File: config.mk
export PLATFORM = sky130hd
export DESIGN_NAME = uhcp_regs
export DESIGN_NICKNAME = d
export VERILOG_FILES = /design/src/uhcp_pkg.sv /design/src/uhcp_param_word.sv /design/src/uhcp_regs.sv
export SDC_FILE = /design/constraint.sdc
export NUM_CORES = 1
export LEC_CHECK = 0
export ABC_CLOCK_PERIOD_IN_PS = 800
export BUFFER_PORTS_ARGS = -buffer_cell sky130_fd_sc_hd__buf_2
export CAP_MARGIN = 25
export CORE_MARGIN = 5
export CORE_UTILIZATION = 25
export CTS_BUF_LIST = sky130_fd_sc_hd__clkbuf_4
export DETAILED_ROUTE_END_ITERATION = 8
export HOLD_SLACK_MARGIN = 0.1
export PLACE_DENSITY = 0.81
export SLEW_MARGIN = 20
export SYNTH_ARGS = -nofsm -noshare
export SYNTH_HDL_FRONTEND = slang
export SYNTH_SLANG_ARGS = --single-unit
File: constraint.sdc
create_clock -name sys_clk -period 0.8 [get_ports sys_clk]
set_input_delay 0.08 -clock sys_clk [delete_from_list [all_inputs] [get_ports sys_clk]]
set_output_delay 0.08 -clock sys_clk [all_outputs]
set_load 0.01 [all_outputs]
File: src/uhcp_pkg.sv
// package of constants and types for the host capability parameter registers
package uhcp_pkg;
    // register offsets and bus widths
    localparam logic [15:0] STRUCT_PARAMS_OFS   = 16'h0004;
    localparam logic [15:0] CAP_PARAMS_OFS      = 16'h0008;
    localparam int          ADDR_W              = 16;
    localparam int          DATA_W              = 32;
    // structural field positions
    localparam int          PORT_COUNT_LSB      = 0;
    localparam int          PORT_POWER_BIT      = 4;
    localparam int          ROUTING_BIT         = 7;
    localparam int          PER_COMP_LSB        = 8;
    localparam int          COMP_COUNT_LSB      = 12;
    localparam int          INDICATOR_BIT       = 16;
    localparam int          DEBUG_PORT_LSB      = 20;
    // capability field positions
    localparam int          FRAME_LIST_BIT      = 1;
    localparam int          PARK_BIT            = 2;
    localparam int          ISO_THRESH_LSB      = 4;
    localparam int          EXT_CAP_LSB         = 8;
    // reset values
    localparam logic [3:0]  PORT_COUNT_RST      = 4'h1;
    localparam logic        PORT_POWER_RST      = 1'b1;
    localparam logic        ROUTING_RST         = 1'b0;
    localparam logic [3:0]  PER_COMP_RST        = 4'h0;
    localparam logic [3:0]  COMP_COUNT_RST      = 4'h0;
    localparam logic        INDICATOR_RST       = 1'b0;
    localparam logic [3:0]  DEBUG_PORT_RST      = 4'h0;
    localparam logic [7:0]  EXT_CAP_RST         = 8'h00;
    localparam logic [3:0]  ISO_THRESH_RST      = 4'h8;
    localparam logic        PARK_RST            = 1'b1;
    localparam logic        FRAME_LIST_RST      = 1'b1;
    // processor access request
    typedef struct packed {
        logic              rdEn;
        logic              wrEn;
        logic [ADDR_W-1:0] addr;
        logic [DATA_W-1:0] wrData;
    } uhcp_req_t;
endpackage : uhcp_pkg

File: src/uhcp_param_word.sv
// assembly of the two fixed capability words from their fields
`timescale 1ns/1ns
module uhcp_param_word #(
    parameter logic [3:0] PORT_COUNT = uhcp_pkg::PORT_COUNT_RST,
    parameter logic       PORT_POWER = uhcp_pkg::PORT_POWER_RST,
    parameter logic       ROUTING    = uhcp_pkg::ROUTING_RST,
    parameter logic [3:0] PER_COMP   = uhcp_pkg::PER_COMP_RST,
    parameter logic [3:0] COMP_COUNT = uhcp_pkg::COMP_COUNT_RST,
    parameter logic       INDICATOR  = uhcp_pkg::INDICATOR_RST,
    parameter logic [3:0] DEBUG_PORT = uhcp_pkg::DEBUG_PORT_RST,
    parameter logic [7:0] EXT_CAP    = uhcp_pkg::EXT_CAP_RST,
    parameter logic [3:0] ISO_THRESH = uhcp_pkg::ISO_THRESH_RST,
    parameter logic       PARK       = uhcp_pkg::PARK_RST,
    parameter logic       FRAME_LIST = uhcp_pkg::FRAME_LIST_RST
) (
    // assembled words
    output wire logic [uhcp_pkg::DATA_W-1:0] structWord,
    output wire logic [uhcp_pkg::DATA_W-1:0] capWord
);
    import uhcp_pkg::*;

    wire logic [DATA_W-1:0] sFields;
    wire logic [DATA_W-1:0] cFields;

    // structural word, reserved bits stay zero
    assign sFields = (DATA_W'(PORT_COUNT) << PORT_COUNT_LSB)    // [RL1]
                   | (DATA_W'(PORT_POWER) << PORT_POWER_BIT)    // [RL2]
                   | (DATA_W'(ROUTING)    << ROUTING_BIT)       // [RL3]
                   | (DATA_W'(PER_COMP)   << PER_COMP_LSB)      // [RL4]
                   | (DATA_W'(COMP_COUNT) << COMP_COUNT_LSB)    // [RL5]
                   | (DATA_W'(INDICATOR)  << INDICATOR_BIT)     // [RL6]
                   | (DATA_W'(DEBUG_PORT) << DEBUG_PORT_LSB);   // [RL7]
    // capability word, bits 0, 3 and 31..16 stay zero
    assign cFields = (DATA_W'(EXT_CAP)    << EXT_CAP_LSB)       // [RL9]
                   | (DATA_W'(ISO_THRESH) << ISO_THRESH_LSB)    // [RL10]
                   | (DATA_W'(PARK)       << PARK_BIT)          // [RL11]
                   | (DATA_W'(FRAME_LIST) << FRAME_LIST_BIT);   // [RL12]
    assign structWord = sFields;
    assign capWord    = cFields;
endmodule : uhcp_param_word

File: src/uhcp_regs.sv
// read-only structural and capability parameter registers of the host controller
//
// Overview of operation
// RL1 - the low four bits of the structural word report the number of downstream ports.
// RL2 - bit 4 of the structural word shows whether port power control is provided.
// RL3 - bit 7 of the structural word shows the port routing method to companions.
// RL4 - bits 11 to 8 of the structural word give the ports per companion controller.
// RL5 - bits 15 to 12 of the structural word give the number of companion controllers.
// RL6 - bit 16 of the structural word shows whether port indicators are supported.
// RL7 - bits 23 to 20 of the structural word name the debug port.
// RL8 - software writes zero to all reserved bits of both words.
// RL9 - bits 15 to 8 of the capability word hold the extended capability pointer, zero at reset.
// RL10 - bits 7 to 4 of the capability word give the isochronous scheduling threshold.
// RL11 - bit 2 of the capability word set means asynchronous park is supported.
// RL12 - with bit 1 of the capability word clear, software uses a 1024-entry frame list.
// RL13 - with the programmable frame list flag set, the controller honours a smaller size; here the flag is only exported as progFrameList.
// RL14 - both words are read-only, writes are ignored and reads return fixed values.
`timescale 1ns/1ns
module uhcp_regs #(
    parameter logic [3:0] PORT_COUNT = uhcp_pkg::PORT_COUNT_RST,
    parameter logic       PORT_POWER = uhcp_pkg::PORT_POWER_RST,
    parameter logic       ROUTING    = uhcp_pkg::ROUTING_RST,
    parameter logic [3:0] PER_COMP   = uhcp_pkg::PER_COMP_RST,
    parameter logic [3:0] COMP_COUNT = uhcp_pkg::COMP_COUNT_RST,
    parameter logic       INDICATOR  = uhcp_pkg::INDICATOR_RST,
    parameter logic [3:0] DEBUG_PORT = uhcp_pkg::DEBUG_PORT_RST,
    parameter logic [7:0] EXT_CAP    = uhcp_pkg::EXT_CAP_RST,
    parameter logic [3:0] ISO_THRESH = uhcp_pkg::ISO_THRESH_RST,
    parameter logic       PARK       = uhcp_pkg::PARK_RST,
    parameter logic       FRAME_LIST = uhcp_pkg::FRAME_LIST_RST
) (
    // clock and reset
    input  wire logic                        sys_clk,
    input  wire logic                        rst,
    // processor access
    input  wire uhcp_pkg::uhcp_req_t         req,
    output logic [uhcp_pkg::DATA_W-1:0]      rdData,
    output logic                             rdValid,
    output logic                             addrHit,
    // fields seen by the rest of the controller
    output logic                             progFrameList,
    output logic [3:0]                       portCount
);
    import uhcp_pkg::*;

    // a debug port number above the port count names no port
    if (DEBUG_PORT > PORT_COUNT) begin : g_bad_debug
        $error("debug port number exceeds port count");
    end
    if (PORT_COUNT == 4'h0) begin : g_bad_count
        $error("port count must be at least one");
    end

    wire logic [DATA_W-1:0] structWord;
    wire logic [DATA_W-1:0] capWord;
    wire logic              hitStruct;
    wire logic              hitCap;
    wire logic [DATA_W-1:0] readMux;

    logic [DATA_W-1:0] rdData_q;
    logic              rdValid_q;
    logic              addrHit_q;
    logic              progFrameList_q;
    logic [3:0]        portCount_q;

    uhcp_param_word #(
        .PORT_COUNT (PORT_COUNT),
        .PORT_POWER (PORT_POWER),
        .ROUTING    (ROUTING),
        .PER_COMP   (PER_COMP),
        .COMP_COUNT (COMP_COUNT),
        .INDICATOR  (INDICATOR),
        .DEBUG_PORT (DEBUG_PORT),
        .EXT_CAP    (EXT_CAP),
        .ISO_THRESH (ISO_THRESH),
        .PARK       (PARK),
        .FRAME_LIST (FRAME_LIST)
    ) u_word (
        .structWord (structWord),
        .capWord    (capWord)
    );

    // address decode; wrData is never stored, so writes change nothing
    assign hitStruct = (req.addr == STRUCT_PARAMS_OFS);
    assign hitCap    = (req.addr == CAP_PARAMS_OFS);
    assign readMux   = hitStruct ? structWord :             // [RL14]
                       hitCap    ? capWord    : '0;         // unmapped reads as zero

    // read data registered so outputs come from flops; reserved bits read zero [RL8]
    always_ff @(posedge sys_clk or posedge rst) begin
        if (rst) begin
            rdData_q  <= '0;
            rdValid_q <= 1'b0;
            addrHit_q <= 1'b0;
        end else begin
            rdValid_q <= req.rdEn;
            addrHit_q <= req.rdEn & (hitStruct | hitCap);
            rdData_q  <= req.rdEn ? readMux : '0;           // [RL14]
        end
    end

    // frame list flag exported for the command register's size field logic
    always_ff @(posedge sys_clk or posedge rst) begin
        if (rst) begin
            progFrameList_q <= FRAME_LIST_RST;
            portCount_q     <= PORT_COUNT_RST;
        end else begin
            progFrameList_q <= capWord[FRAME_LIST_BIT];      // [RL13]
            portCount_q     <= structWord[PORT_COUNT_LSB +: 4]; // [RL1]
        end
    end

    assign rdData        = rdData_q;
    assign rdValid       = rdValid_q;
    assign addrHit       = addrHit_q;
    assign progFrameList = progFrameList_q;
    assign portCount     = portCount_q;
endmodule : uhcp_regs

==> impl_metrics.csv <==
group,metric,value,unit
status,run_status,"complete, but fails checks",
status,violations,"setup timing",
floorplan,initial_core_util,0.2630,
detailed_routing,routed_wl,960,um
setup_path,worst-path-stages,1,
power,swShare,0.3038,
clock_network,cts.htree.levels,1,
floorplan,rows,15,
detailed_routing,firstDrtPassIters,3,
setup_path,crit_path_start,"rdData[2]",
detailed_routing,viasPerCell,3.088,
global_route,top_usage_layer,"met2",
power,combPwrFrac,0.247,
power,power.leakage,0.3048,nW
setup_path,cp.arrival,0.75,ns
power,switching_power,0.1836,mW
yosys,ys_types,10,
sta,fmax,1.206,GHz
yosys,synth_seq_cells,4,
sta,finalHoldViolCount,0,
setup_path,slowest_delay,0.37,ns
global_route,grt_pass1_vias,276,
yosys,syn_avg_cell_area,8.734,um^2
layout,syn_to_final_growth,10.74,%
setup_path,slowest_stage,"dfrtp_1",
sta,rsz0062_at_grt,"yes",
worst_hold_path,hold_start,"req[34]",
sta,setup_viol,6,
yosys,ys_seq_area_frac,0.2204,
floorplan,coreArea,1727,um^2
placed_design,place_ws,-0.1136,ns
power,power_frac_clock,0.412,
detailed_routing,ant_nets,0,
setup_path,required,0.72,ns
layout,final_common_cell,"conb_1",
setup_path,worstSetupStartpointType,"flip-flop",
clock_network,cts.sinks,4,
global_route,met3_usage,0.03989,
yosys,ys_top_cells_by_area,"buf_4 58%, dfrtp_1 22%, nor4_2 8.3%",
floorplan,fp.dieH,52.63,um
global_route,grt_antenna_before_repair,0,
placed_design,io_buffers,25,
sta,fin_tns_setup,-0.1372,ns
global_route,grt_pass1_wl,1193,um
layout,layout_common_cells,"32 x conb_1, 25 x buf_2, 4 x dfrtp_1",
layout,drive_gt1_frac,0.4156,
yosys,yosysTopAreaCell,"buf_4",
layout,num_antenna_cells,0,
sta,fin_crit,0.8294,ns
setup_path,worst_setup_path_end_kind,"primary output",
placed_design,dp.final_hpwl,887.8,um
power,seqPwrFrac,0.342,
layout,final_nets,131,
setup_path,path_class,"reg -> out",
global_route,groute.usage.overall,0.06506,
floorplan,die-width,52.63,um
power,peakVddDrop,0.0002708,V
setup_path,critical_path.endpoint,"rdData[1]",
setup_path,path_max_fanout,3,
global_route,grt_util_met2,0.1074,
global_route,grt-ovfl-total,0,
global_route,global_route.usage.met1,0.05051,
power,p_per_area,1202,nW/um^2
clock_network,cts_buffers,3,
floorplan,num_io_pins,91,
detailed_routing,post-route-drc-count,0,
placed_design,routabilityCongestion,0.6607,
setup_path,critPathBufInv,1,
clock_network,cts_tree,"yes",
sta,period_share,1.037,
detailed_routing,vias,315,
sta,setup_slack,-0.02941,ns
yosys,synthCells,52,
setup_path,path_cells,"buf_2",
yosys,synth_warnings,0,
clock_network,cts-root-buf,"clkbuf_4",
worst_hold_path,hold_path_class,"in -> reg",
clock_network,cts_max_path_buffers,2,
floorplan,fp.dieArea,2769,um^2
setup_path,critPathTopFamily,"flip-flops",
yosys,syn_area,454.2,um^2
power,power.internal,0.4208,mW
clock_network,clk_pin_slew_worst_paths,0.03,ns
detailed_routing,drt_iter0_drc,2,
yosys,synth_top_area_frac,0.5785,
sta,finalMaxSlewViolations,0,
detailed_routing,wire_per_inst,9.412,um
global_route,grt_max_degree,5,
job,cap_viol_max_count,0,
-- worst min-delay path by stage --
stage,cells after the start,endpoint
after floorplan,1,addrHit
after global placement,2,rdValid
after detailed placement,2,rdValid
after CTS,3,rdData[4]
after global routing,3,addrHit
final,3,rdData[4]
-- power groups by stage --
stage          combinational (mW)  sequential, mW  clock (mW)
2_1_floorplan               0.197           0.211           0
3_3_place_gp                0.134           0.209           0
3_5_place_dp                0.137           0.209           0
4_1_cts                     0.145           0.206       0.265
5_1_grt                     0.166           0.207       0.282
6_report                    0.149           0.207       0.249
-- area by class of cell --
type	count	area [um^2]
Fill cell	186	1224
Timing Repair Buffer	27	145.1
Tap cell	25	31.28
Multi-Input combinational cell	42	200.2
Clock buffer	3	22.52
Inverter	1	3.754
Sequential cell	4	100.1
-- kinds of logic after synthesis --
logic type      Yosys count  share of synthesized area
other cells               2                    0.01654
flops                     4                     0.2204
compound gates            1                    0.01929
buf+inv                  36                     0.5868
simple gates              9                     0.1571
-- layer usage --
metal / vias up / part of all wire
li1: 146 / -
met1: 135 / 0.28
met2: 32 / 0.52
met3: 2 / 0.19
met4: 0 / 0.0063
met5: - / 0
-- registers in the layout, indices dropped and copies added, names as in the netlist --
signal	count
addrHit	1
rdData	2
rdValid	1
-- cell usage after synthesis (all sizes together) --
| cell type | n |
|---|---|
| inv | 1 |
| nand2b | 2 |
| nand4 | 1 |
| nor2 | 2 |
| a21oi | 1 |
| nor4 | 3 |
| dfrtp | 4 |
| conb | 2 |
| nor3b | 1 |
| buf | 35 |
-- what timing repair did --
| item | in CTS | in global routing |
|---|---|---|
| setup buffers | 0 | 0 |
| gates resized for setup | 0 | 0 |
| setup endpoints to repair | 7 | 7 |
| hold buffers | 2 | 0 |
| hold endpoints to repair | 5 | 0 |
-- per-stage QoR --
stage          total power, mW  cells    util  area (um^2)  hold WS, ns
2_1_floorplan           0.4075     82       -        566.8      -0.1539
3_3_place_gp            0.3435     97  0.2667        460.4     -0.04136
3_5_place_dp            0.3458     97  0.2667        460.4     -0.03044
4_1_cts                 0.6161    102  0.2913        503.0       0.1286
5_1_grt                 0.6555    102  0.2913        503.0       0.1512
6_report                0.6044    102  0.2913        503.0       0.1420
No activity file was read; power rests on OpenSTA's default activity.
